==> config.mk <==
export PLATFORM = sky130hd
export DESIGN_NAME = cfsu_top
export DESIGN_NICKNAME = d
export VERILOG_FILES = /design/src/verilog/cfsu_pkg.sv /design/src/verilog/cfsu_scan_watchdog.sv /design/src/verilog/cfsu_top.sv
export SDC_FILE = /design/constraint.sdc
export NUM_CORES = 1
export LEC_CHECK = 0
export BUFFER_PORTS_ARGS = -buffer_cell sky130_fd_sc_hd__buf_4
export CAP_MARGIN = 5
export CORE_MARGIN = 8
export CORE_UTILIZATION = 45
export CTS_CLUSTER_DIAMETER = 200
export CTS_CLUSTER_SIZE = 40
export DETAILED_ROUTE_END_ITERATION = 16
export GPL_ROUTABILITY_DRIVEN = 0
export HOLD_SLACK_MARGIN = 0.15
export MAX_ROUTING_LAYER = met4
export PLACE_DENSITY = 0.79
export SETUP_SLACK_MARGIN = 0.4
export SLEW_MARGIN = 40
export SYNTH_ARGS = -nofsm -noshare
export SYNTH_HDL_FRONTEND = slang
export SYNTH_SLANG_ARGS = --single-unit
==> constraint.sdc <==
create_clock -name clk_i -period 1.8 [get_ports clk_i]
set_input_delay 0.45 -clock clk_i [delete_from_list [all_inputs] [get_ports clk_i]]
set_output_delay 0.45 -clock clk_i [all_outputs]
set_load 0.1 [all_outputs]
==> src/verilog/cfsu_pkg.sv <==
// Purpose: Shared constants and carriers for the controller fault status unit
// Assumes: 32-bit classic Wishbone register access, 10 MHz clock
// Notes: Fault bit positions match the general fault word layout
package cfsu_pkg;

   // Clock and scan watchdog timing
   localparam int CLK_HZ = 10_000_000;
   localparam int WDT_TIME_MS = 200;
   localparam int WDT_CYCLES = (WDT_TIME_MS * (CLK_HZ / 1000));

   // Register byte offsets
   localparam logic [3:0] OFS_GFW = 4'h0;
   localparam logic [3:0] OFS_ECW = 4'h4;
   localparam logic [3:0] OFS_CTRL = 4'h8;
   localparam logic [3:0] OFS_STAT = 4'hC;

   // General fault word bit positions
   localparam int BIT_POWER = 0;
   localparam int BIT_WDT = 1;
   localparam int BIT_LINK = 2;
   localparam int BIT_CRC = 3;
   localparam int BIT_PRESET = 4;
   localparam int BIT_KEEP = 6;
   localparam int BIT_SYNTAX = 7;
   localparam int BIT_DLOAD = 8;
   localparam int BIT_SYSTEM = 9;
   localparam int BIT_CLOCK = 10;
   localparam int BIT_XBUS = 11;
   localparam int BIT_CARD = 12;
   localparam int BIT_EXEC = 13;
   localparam int BIT_ACCESS = 14;
   localparam int BIT_CLEAR = 15;

   // Control register bit positions
   localparam int CTRL_KEEP_STOP = 0;
   localparam int CTRL_HOST_CLEAR = 1;

   // Fault classes that stop execution unconditionally
   localparam logic [15:0] STOP_MASK = 16'h038F;
   // Fault classes that force outputs off; the retained-data bit only when configured to stop
   localparam logic [15:0] OFF_MASK = 16'h03CF;
   // Fault classes that light the fault lamp
   localparam logic [15:0] LAMP_MASK = 16'h7F9E;

   // Reset values
   localparam logic [15:0] GFW_RESET = 16'h0000;
   localparam logic [15:0] ECW_RESET = 16'h0000;
   localparam logic CTRL_KEEP_STOP_RESET = 1'b0;

   // Fault detection events from the controller, one-cycle pulses
   typedef struct packed {
      logic scan_start;
      logic scan_end;
      logic link_init;
      logic link_err;
      logic crc_err;
      logic preset_err;
      logic keep_err;
      logic syntax_err;
      logic syntax_ok;
      logic dl_write_fail;
      logic dl_write_ok;
      logic rom_missing;
      logic clock_lost;
      logic xbus_err;
      logic card_dl_fail;
      logic card_ul_fail;
      logic exec_err;
      logic [15:0] exec_code;
      logic card_access_fail;
      logic prog_clear;
   } cfsu_evt_t;

   // Effects driven back into the controller
   typedef struct packed {
      logic run;
      logic outputs_off;
      logic fault_lamp;
      logic exec_fault_flag;
      logic preset_reload;
      logic retain_clear;
   } cfsu_ctl_t;

endpackage : cfsu_pkg

==> src/verilog/cfsu_scan_watchdog.sv <==
// Purpose: Measures each program scan and flags one overrun per scan
// Assumes: Scan start pulses come from logic on the same clock
// Notes: Counter saturates after an overrun until the next scan start
`timescale 1ns/10ps
module cfsu_scan_watchdog #(
   parameter int LIMIT = 2_000_000
) (
   input wire logic clk_i,
   input wire logic rst_i,
   input wire logic scan_start_i,
   input wire logic run_i,
   output logic timeout_o
);

   // Refuse limits the counter cannot serve
   if (LIMIT < 2) begin : g_bad_limit
      $error("Scan watchdog limit must be at least two cycles");
   end

   localparam int CW = $clog2(LIMIT + 1);
   localparam logic [CW-1:0] LIM = CW'(LIMIT);

   logic [CW-1:0] count;
   logic fired;

   // Scan time counter, restarted each scan
   always_ff @(posedge clk_i) begin
      if (rst_i || scan_start_i || !run_i) begin
         count <= '0;
      end else if (count != LIM) begin
         count <= count + CW'(1);
      end
   end

   // One overrun report per scan
   always_ff @(posedge clk_i) begin
      if (rst_i || scan_start_i || !run_i) begin
         fired <= 1'b0;
         timeout_o <= 1'b0;
      end else begin
         timeout_o <= (count == LIM) && !fired;
         if (count == LIM) begin
            fired <= 1'b1;
         end
      end
   end

endmodule : cfsu_scan_watchdog

==> src/verilog/cfsu_top.sv <==
// Purpose: Collects controller faults, decides run/output/lamp effects
// Assumes: Event pulses are on clk_i; supply and power-off pins are async
// Notes: Registers are reached over a classic Wishbone slave
// Notes: Each fault class is one bit with its own set and clear terms
// Notes: A detection in the same cycle as any clear always wins
// Notes: Host clear and served program clear wipe the whole word
// Notes: Program clear waits for the end-of-scan pulse
// Notes: Upper bit reads high while a program clear is pending
// Notes: Retained-data stop option lives in the control register
// Notes: Power bit is set again every cycle while a pin is active
// Notes: Card fault stops only when the last one was a download
// What this block does
// - General fault word, one bit per class
// - Program upper-bit write clears at scan end
// - Supply low or power off sets 0001h
// - Scan watchdog overrun sets 0002h, lamp
// - Link init fault sets 0004h, stops
// - Program checksum fault sets 0008h, lamp
// - Preset corruption sets 0010h, reloads presets
// - Retained-data fault sets 0040h, clears retained
// - Retained fault runs unless configured to stop
// - Syntax fault 0080h, auto-clears on good program
// - Storage write fault 0100h, clears on success
// - Missing program storage sets 0200h, stops
// - Clock data loss sets 0400h, keeps running
// - Module link fault sets 0800h, keeps running
// - Card transfer fault 1000h, download stops
// - Execution fault 2000h plus relay flag
// - Card write fault sets 4000h, lamp
// - Lamp follows lamp classes; status readable
// - Host clear request zeroes fault word
// - Two fault registers: general and detail
// - Execution fault stores numeric detail code
//
// The register addresses and the Wishbone slave port are this design's own decisions.
`timescale 1ns/10ps
module cfsu_top
   import cfsu_pkg::*;
#(
   parameter int WDT_LIMIT = WDT_CYCLES
) (
   input wire logic clk_i,
   input wire logic rst_i,
   // Classic Wishbone slave
   input wire logic cyc_i,
   input wire logic stb_i,
   input wire logic we_i,
   input wire logic [3:0] adr_i,
   input wire logic [3:0] sel_i,
   input wire logic [31:0] dat_i,
   output logic [31:0] dat_o,
   output logic ack_o,
   // Asynchronous supply monitor pins
   input wire logic supply_low_i,
   input wire logic power_off_i,
   // Fault detection events from the controller
   input wire cfsu_evt_t evt_i,
   // Effects on the controller
   output cfsu_ctl_t ctl_o
);

   // Supply pin synchronisers
   logic [1:0] low_meta;
   logic [1:0] low_sync;
   logic [15:0] gfw;
   logic [15:0] next_gfw;
   logic [15:0] ecw;
   logic [15:0] set_vec;
   logic [15:0] auto_clr;
   logic keep_stop_cfg;
   logic card_dl_latched;
   logic exec_flag;
   logic wdt_timeout;
   logic run_now;
   logic stop_now;
   logic off_now;
   logic lamp_now;
   logic wb_req;
   logic wb_wr;
   logic host_clear;
   logic prog_clear_pend;
   logic prog_clear_set;
   logic clear_all;
   logic [31:0] rd_mux;

   // Two-flop synchronisers for supply and power-off pins
   always_ff @(posedge clk_i) begin
      if (rst_i) begin
         low_meta <= 2'h0;
         low_sync <= 2'h0;
      end else begin
         low_meta <= {power_off_i, supply_low_i};
         low_sync <= low_meta;
      end
   end

   // Scan time watchdog
   cfsu_scan_watchdog #(
      .LIMIT(WDT_LIMIT)
   ) u_wdt (
      .clk_i(clk_i),
      .rst_i(rst_i),
      .scan_start_i(evt_i.scan_start),
      .run_i(run_now),
      .timeout_o(wdt_timeout)
   );

   // Bus request decode
   assign wb_req = cyc_i && stb_i && !ack_o;
   assign wb_wr = wb_req && we_i;
   assign host_clear = wb_wr && (adr_i == OFS_CTRL) && sel_i[0] && dat_i[CTRL_HOST_CLEAR];
   assign prog_clear_set = evt_i.prog_clear
      || (wb_wr && (adr_i == OFS_GFW) && sel_i[1] && dat_i[BIT_CLEAR]);

   // Fault detections, one bit per class
   always_comb begin
      set_vec = 16'h0000;
      set_vec[BIT_POWER] = |low_sync;
      set_vec[BIT_WDT] = wdt_timeout;
      set_vec[BIT_LINK] = evt_i.link_err;
      set_vec[BIT_CRC] = evt_i.crc_err;
      set_vec[BIT_PRESET] = evt_i.preset_err;
      set_vec[BIT_KEEP] = evt_i.keep_err;
      set_vec[BIT_SYNTAX] = evt_i.syntax_err;
      set_vec[BIT_DLOAD] = evt_i.dl_write_fail;
      set_vec[BIT_SYSTEM] = evt_i.rom_missing;
      set_vec[BIT_CLOCK] = evt_i.clock_lost;
      set_vec[BIT_XBUS] = evt_i.xbus_err;
      set_vec[BIT_CARD] = evt_i.card_dl_fail || evt_i.card_ul_fail;
      set_vec[BIT_EXEC] = evt_i.exec_err;
      set_vec[BIT_ACCESS] = evt_i.card_access_fail;
   end

   // Self-clearing classes on a successful retry
   always_comb begin
      auto_clr = 16'h0000;
      auto_clr[BIT_SYNTAX] = evt_i.syntax_ok;
      auto_clr[BIT_DLOAD] = evt_i.dl_write_ok;
      auto_clr[BIT_LINK] = evt_i.link_init;
   end

   // Whole-word clear from the host or a served program clear
   assign clear_all = host_clear || (evt_i.scan_end && prog_clear_pend);

   // One fault class per bit; a detection wins over any clear
   for (genvar b = 0; b < 16; b++) begin : g_bit
      // Next value of this class
      always_comb begin
         if (set_vec[b]) begin
            next_gfw[b] = 1'b1;
         end else if (clear_all || auto_clr[b]) begin
            next_gfw[b] = 1'b0;
         end else if (b == BIT_CLEAR) begin
            next_gfw[b] = 1'b0;
         end else begin
            next_gfw[b] = gfw[b];
         end
      end

      // Storage of this class
      always_ff @(posedge clk_i) begin
         if (rst_i) begin
            gfw[b] <= GFW_RESET[b];
         end else begin
            gfw[b] <= next_gfw[b];
         end
      end
   end

   // Pending program clear, served at end of scan
   always_ff @(posedge clk_i) begin
      if (rst_i) begin
         prog_clear_pend <= 1'b0;
      end else if (prog_clear_set) begin
         prog_clear_pend <= 1'b1;
      end else if (evt_i.scan_end || host_clear) begin
         prog_clear_pend <= 1'b0;
      end
   end

   // Execution fault detail code and relay flag
   always_ff @(posedge clk_i) begin
      if (rst_i) begin
         ecw <= ECW_RESET;
         exec_flag <= 1'b0;
      end else if (evt_i.exec_err) begin
         ecw <= evt_i.exec_code;
         exec_flag <= 1'b1;
      end else if (clear_all) begin
         ecw <= ECW_RESET;
         exec_flag <= 1'b0;
      end
   end

   // Remembers whether the card fault came from a download
   always_ff @(posedge clk_i) begin
      if (rst_i) begin
         card_dl_latched <= 1'b0;
      end else if (evt_i.card_dl_fail) begin
         card_dl_latched <= 1'b1;
      end else if (evt_i.card_ul_fail || !gfw[BIT_CARD]) begin
         card_dl_latched <= 1'b0;
      end
   end

   // Retained-data stop option
   always_ff @(posedge clk_i) begin
      if (rst_i) begin
         keep_stop_cfg <= CTRL_KEEP_STOP_RESET;
      end else if (wb_wr && (adr_i == OFS_CTRL) && sel_i[0]) begin
         keep_stop_cfg <= dat_i[CTRL_KEEP_STOP];
      end
   end

   // Stop, output and lamp decisions from present faults
   always_comb begin
      stop_now = |(gfw & STOP_MASK);
      off_now = |(gfw & OFF_MASK);
      if (gfw[BIT_KEEP] && keep_stop_cfg) begin
         stop_now = 1'b1;
      end
      if (gfw[BIT_KEEP] && !keep_stop_cfg) begin
         off_now = |(gfw & OFF_MASK & ~(16'h0001 << BIT_KEEP));
      end
      if (gfw[BIT_CARD] && card_dl_latched) begin
         stop_now = 1'b1;
         off_now = 1'b1;
      end
      if (gfw[BIT_DLOAD]) begin
         off_now = 1'b1;
      end
      lamp_now = |(gfw & LAMP_MASK);
      run_now = !stop_now;
   end

   // Registered effects toward the controller
   always_ff @(posedge clk_i) begin
      if (rst_i) begin
         ctl_o <= '0;
      end else begin
         ctl_o.run <= run_now;
         ctl_o.outputs_off <= off_now || stop_now;
         ctl_o.fault_lamp <= lamp_now;
         ctl_o.exec_fault_flag <= exec_flag;
         ctl_o.preset_reload <= evt_i.preset_err;
         ctl_o.retain_clear <= evt_i.keep_err;
      end
   end

   // Read data selection; unmapped offsets read zero
   always_comb begin
      rd_mux = 32'h0000_0000;
      unique case (adr_i)
         OFS_GFW: rd_mux = {16'h0000, gfw[15] | prog_clear_pend, gfw[14:0]};
         OFS_ECW: rd_mux = {16'h0000, ecw};
         OFS_CTRL: rd_mux = {31'h0000_0000, keep_stop_cfg};
         OFS_STAT: rd_mux = {26'h000_0000, exec_flag, card_dl_latched,
                             lamp_now, off_now || stop_now, stop_now, run_now};
         default: rd_mux = 32'h0000_0000;
      endcase
   end

   // Single-wait acknowledge and registered read data
   always_ff @(posedge clk_i) begin
      if (rst_i) begin
         ack_o <= 1'b0;
         dat_o <= 32'h0000_0000;
      end else begin
         ack_o <= wb_req;
         if (wb_req && !we_i) begin
            dat_o <= rd_mux;
         end
      end
   end

endmodule : cfsu_top

== Yosys cells after proc, flatten, opt, wreduce, memory -nomap -nowiden ==
Cells that the tools add are included.
Storage, ports and cells
  flip-flop bits (word level): 99
  input port bits: 82
  output and inout port bits: 39
  logic and storage cells: 120
Operators by class
  add/sub/neg operators: 1
  eq/ne operators: 5
  multiplexer cells: 30
  reduce and logical (&&, ||, !) cells: 53
Operators by type and width (count)
  $pmux 16 s4: 1
  $mux 16: 2
  $reduce_bool 2->1: 16
  $mux 1: 27
  $add 21x1->21 const B: 1
  $eq 21x21->1 const B: 1
  $ne 21x21->1 const B: 1
  $logic_and 1x1->1: 15
  $reduce_or 12->1: 1
  $logic_or 1x1->1: 11
  $eq 4x4->1 const B: 2
  $reduce_or 8->1: 1
  $reduce_or 7->1: 1
  $logic_not 1->1: 6
  $eq 4x3->1 const B: 1
  $logic_not 4->1: 1
  $reduce_or 2->1: 1

== Depth between registers and ports, before layout ==
  depth after elaboration: 10
  mapped depth: 7
  mapped depth without buffers: 5

== Modules after synthesis ==
Synthesis repeated with hierarchy kept, for this count alone.
Second synthesis, totals
  cell total of the unflattened synthesis: 372
  area total of the unflattened synthesis: 3522.1 um^2
Modules (own cells, without submodules)
  cfsu_top: times used 1, cells an instance 243, area each 2424.8 um^2, sequential area each 1201.2 um^2
  cfsu_scan_watchdog: times used 1, cells an instance 129, area each 1097.3 um^2, sequential area each 460.4 um^2

== Worst setup path after synthesis ==
No wires, ideal clock.
  path type: register -> register
  start: register ack_o
  end: register ecw[10]
  library setup time: 59 ps
  data arrival time: 2075 ps
  data required time: 1741 ps
  slack: -334 ps
  cell stages (with the launch flop): 7
  path buffers: 2
  clock period less this slack: 2134 ps
  cell sequence: dfxtp_1 -> and4b_1 -> a41oi_2 -> nor2b_1 -> buf_6 -> buf_6 -> a22o_1
Between the ends
  longest elaborated chain between the ends: 8
RTL lines
  start, declared: RTL line cfsu_top.sv:52  | output logic ack_o,
  start signal, assigned: RTL line cfsu_top.sv:269  | ack_o <= wb_req;
  $logic_not 1->1: RTL line cfsu_top.sv:109  | assign wb_req = cyc_i && stb_i && !ack_o;
  $logic_and 1x1->1: RTL line cfsu_top.sv:109
  $logic_and 1x1->1: RTL line cfsu_top.sv:110  | assign wb_wr = wb_req && we_i;
  $logic_and 1x1->1 (3 in a row): RTL line cfsu_top.sv:111  | assign host_clear = wb_wr && (adr_i == OFS_CTRL) && sel_i[0] && dat_i[CTRL_HOST_CLEAR];
  $logic_or 1x1->1: RTL line cfsu_top.sv:143  | assign clear_all = host_clear || (evt_i.scan_end && prog_clear_pend);
  $reduce_bool 2->1 (no source line)
  end signal, assigned: RTL line cfsu_top.sv:187  | ecw <= evt_i.exec_code;
  end, declared: RTL line cfsu_top.sv:67  | logic [15:0] ecw;
No other way between the ends.
A chain may end at the register's enable or synchronous reset.

== Worst setup path after layout ==
  start: register ack_o
  end: register dat_o[11]
Between the ends
  longest elaborated chain between the ends: 3
RTL lines
  $logic_not 1->1: RTL line cfsu_top.sv:109
  $logic_and 1x1->1: RTL line cfsu_top.sv:109
  $logic_and 1x1->1: RTL line cfsu_top.sv:270  | if (wb_req && !we_i) begin
  end signal, assigned: RTL line cfsu_top.sv:271  | dat_o <= rd_mux;
  end, declared: RTL line cfsu_top.sv:51  | output logic [31:0] dat_o,
No other way between the ends.

==> flow_summary_export.csv <==
group,metric,value,unit
outcome,status,"finished, final reports clean",
timing,setup_violations,0,
route,drt-initial-drc-count,140,
synth,share_of_synthesized_cell_area_in_full_adder_half_adder_and_majority_cells,0.7163,%
synth,ys_seq_elements,83,
route,routed_wirelength,10880,um
power,vdd.ir_drop.worst,0.4793,mV
synth,netlist.top_cell.by_area,"sky130_fd_sc_hd__dfxtp_1",
floorplanning,io_pins,121,
global_route,grt.total_usage,18.85,%
setup_path,worstRegToRegCells,6,
timing,rsz_0062_raised_after_global_routing,"yes",
timing,worst_hold_slack,0.2890,ns
cts,clk_pin_slew,0.09,ns
run,maxCapViolCount,0,
power,cellPowerDensity,701.6,nW/um2
route,avgViaCountPerCell,5.440,
global_route,global_route_wire_length_before_repair,16300,um
placed_design,placed_cells,552,
layout,final-instance-count-excl-fill,598,
setup_path,worst_r2r_startpoint,"ack_o$_SDFF_PP0_",
placed_design,placed_cell_area,4238,um2
placed_design,dp_hpwl,6651,um
synth,area_share_of_and_or_nand_nor_cells_after_synthesis,22.46,%
layout,post-route-cell-area,5429,um2
synth,muxShareOfSynthArea,0.8596,%
global_route,largest_net_degree_at_the_start_of_global_routing,45,
setup_path,critical_path.reg2reg.endpoint,"dat_o[11]$_SDFFE_PP0P_",
floorplanning,die-height,104.1,um
timing,timing.fmax,0.6664,GHz
floorplanning,floorplan.die_area,10840,um2
layout,nets,575,
setup_path,crit_path_max_fanout,4,
synth,gate_count_of_the_mapped_netlist,374,
cts,cts_root_buf,"sky130_fd_sc_hd__clkbuf_8",
setup_path,startpoint_type_of_the_worst_setup_path,"flip-flop",
setup_path,crit_type,"reg2reg",
route,detail_route.wl_per_cell,18.19,um
layout,layout.filler_cells,536,
synth,seq_total_area_yosys,47.56,%
layout,ff_latch_area,1730,um2
cts,cts_tree,"yes",
cts,numCtsBuffers,9,
min_path,timing.hold.worst.start,"power_off_i",
setup_path,worst_ep_arrival,1.81,ns
synth,ys_top_cells_by_area,"sky130_fd_sc_hd__dfxtp_1 48%, sky130_fd_sc_hd__a22o_1 7.3%, sky130_fd_sc_hd__nor2_1 4.5%",
cts,htree_num_levels,3,
floorplanning,die_x,104.1,um
layout,syn_to_final_growth,55.41,%
timing,min_period_over_period,83.37,%
synth,main_combinational_cell_family_by_area_after_synthesis,"simple AND/OR/NAND/NOR gates",
global_route,grt_antenna_before_repair,0,
floorplanning,core,7607,um2
min_path,hold_depth,2,
layout,fin_util,71.37,%
layout,multi_input_combinational_cell_area,2006,um2
timing,drv_slew,0,
route,final_antenna_net_count,0,
global_route,grt_pass1_vias,3294,
synth,synth_compound_gate_area_share,17.12,%
cts,clock_tree.buffer_depth,2,
timing,final_period_minus_worst_setup_slack,1.501,ns
cts,worst_skew_pair.late_latency,0.37,ns
setup_path,worst_setup_path_end_kind,"flip-flop",
global_route,grt.overflow.total,0,
cts,clock_sink_count,83,
setup_path,ff2ff_setup_slack,0.30,ns
synth,post_synth_num_cell_types,43,
layout,antenna-diode-count,0,
synth,synth_warnings,0,
synth,synth_top_cell_area_share,47.56,%
floorplanning,row_count,32,
route,via_count,3253,
cts,cts.hold.buffers_added,0,
layout,share_of_cells_above_drive_strength_1,46.77,%
timing,worst_clock_skew,0.01316,ns
route,drt_pre_antenna_iters,5,
min_path,hold-path-endpoint,"low_meta[1]$_SDFF_PP0_",
route,remaining_drc_errors,0,
floorplanning,initial_core_util,45.92,%
power,power_leakage,2.170,nW
setup_path,crit_required,2.11,ns
synth,syn_area,3493,um2
synth,syn_area_per_cell,9.341,um2
timing,hold_violations,0,
min_path,timing.hold.worst.class,"in2reg",
synth,xor_and_xnor_area_share_after_synthesis,3.510,%
placed_design,buffer_ports.inserted,73,
==> what timing repair did <==
action,in CTS,in global routing
endpoints found under the setup margin,78,69
setup buffers,18,8
gates cloned,1,3
gates resized for setup,124,69
pin swaps,11,29
==> where the power goes <==
group / switching (mW) / internal [mW] / leakage (nW)
sequential: 0.0573 / 1.89 / 0.698
clock: 0.724 / 0.517 / 0.0842
combinational: 0.387 / 0.232 / 1.39
total: 1.17 / 2.64 / 2.17
==> routing by layer <==
layer | up-vias | part of all wire [%] | track usage, %
met2 | 111 | 54 | 32.58
li1 | 1548 | - | -
met4 | 0 | 2.1 | 6.308
met5 | - | 0 | -
met1 | 1576 | 39 | 20.45
met3 | 18 | 5.0 | 5.143
==> worst max-delay path by stage <==
stage	startpoint	end	slack (ns)	cells past startpoint
floorplan	adr_i[2]	ecw[10]$_SDFFE_PP0P_	0.08	7
global placement	adr_i[3]	ecw[8]$_SDFFE_PP0P_	-0.08	6
detailed placement	adr_i[3]	ecw[6]$_SDFFE_PP0P_	-0.13	6
CTS	gfw[3]$_SDFFE_PP0P_	u_wdt.count[18]$_SDFFE_PP0P_	0.39	5
global route	u_wdt.count[5]$_SDFFE_PP0P_	u_wdt.count[19]$_SDFFE_PP0P_	0.23	5
finish	ack_o$_SDFF_PP0_	dat_o[11]$_SDFFE_PP0P_	0.30	6
==> critical path: stages (launching register included) <==
cell and delay [ns]:
sky130_fd_sc_hd__dfxtp_4 0.37, sky130_fd_sc_hd__nand4bb_4 0.23, sky130_fd_sc_hd__buf_6 0.16, sky130_fd_sc_hd__nor3_4 0.30
sky130_fd_sc_hd__buf_2 0.22, sky130_fd_sc_hd__a22oi_1 0.09, sky130_fd_sc_hd__nor2_1 0.08
==> synthesized netlist by cell type, drive strengths merged <==
cell     count
nand3       13
nand4        6
a41oi        2
nor2b       14
and2         3
and4         3
and4b        2
buf         23
dfxtp       83
a22o        29
nand4bb      1
a221o        3
nand3b       4
xor2         2
conb         1
nor3         9
nand2b       1
or3          4
a2111oi      1
a21oi       13
a21o         4
clkbuf      12
nor2        42
nand4b       4
and3b        1
nor4b        5
nand2       16
nor4        10
ha           2
inv         13
mux2i        3
o21ai       19
and3         1
nor4bb       1
xnor2       12
a22oi       12
==> logic make-up after synthesis <==
kind of cell / count (synthesis)
DFF: 83
xor gates and xnor gates: 14
AOI/OAI and AO/OA: 83
buffers and inverters: 48
other: 1
and+or+nand+nor: 140
muxes: 3
adders and majority gates: 2
==> cell usage in the layout (no fill, tap or decap), drive strengths merged, types with 3 or more instances in the layout <==
cell type    n
clkbuf      12
inv         17
buf        124
and4         3
dfxtp       83
nand2       16
nand4b       4
nor3         9
nand3b       4
o21ai       19
a22o        29
conb        16
or3          4
nor2b       14
a21o         4
nor4b        5
mux2i        3
a21oi       13
a22oi       12
nor2        42
nor4        10
xnor2       12
nand3       13
a221o        3
nand4        6
and2         3
==> through the flow <==
| stage | total power [mW] | TNS (ns) | setup WS, ns |
|---|---|---|---|
| after floorplan | 2.362 | 0 | 0.08359 |
| after global placement | 2.499 | -1.602 | -0.08217 |
| after detailed placement | 2.508 | -2.632 | -0.1347 |
| after CTS | 3.772 | 0 | 0.3881 |
| after global routing | 3.953 | 0 | 0.2303 |
| final | 3.809 | 0 | 0.2994 |
==> registers in the layout (all words and copies together), names as in the netlist, 2 cells and up <==
register and count:
u_wdt.count 21, dat_o 16, ecw 16, gfw 13, ctl_o 6, low_meta 2, low_sync 2
==> final cells by class <==
| cell class | instances | area share [%] |
|---|---|---|
| clock buffers | 10 | 2.351 |
| clock inverters | 6 | 0.8758 |
| inverters | 13 | 0.8988 |
| multi-input cells | 258 | 36.94 |
| flip-flops and latches | 83 | 31.87 |
| well taps | 102 | 2.351 |
| repair buffers | 126 | 24.71 |
Power figures use the tool's default switching activity.
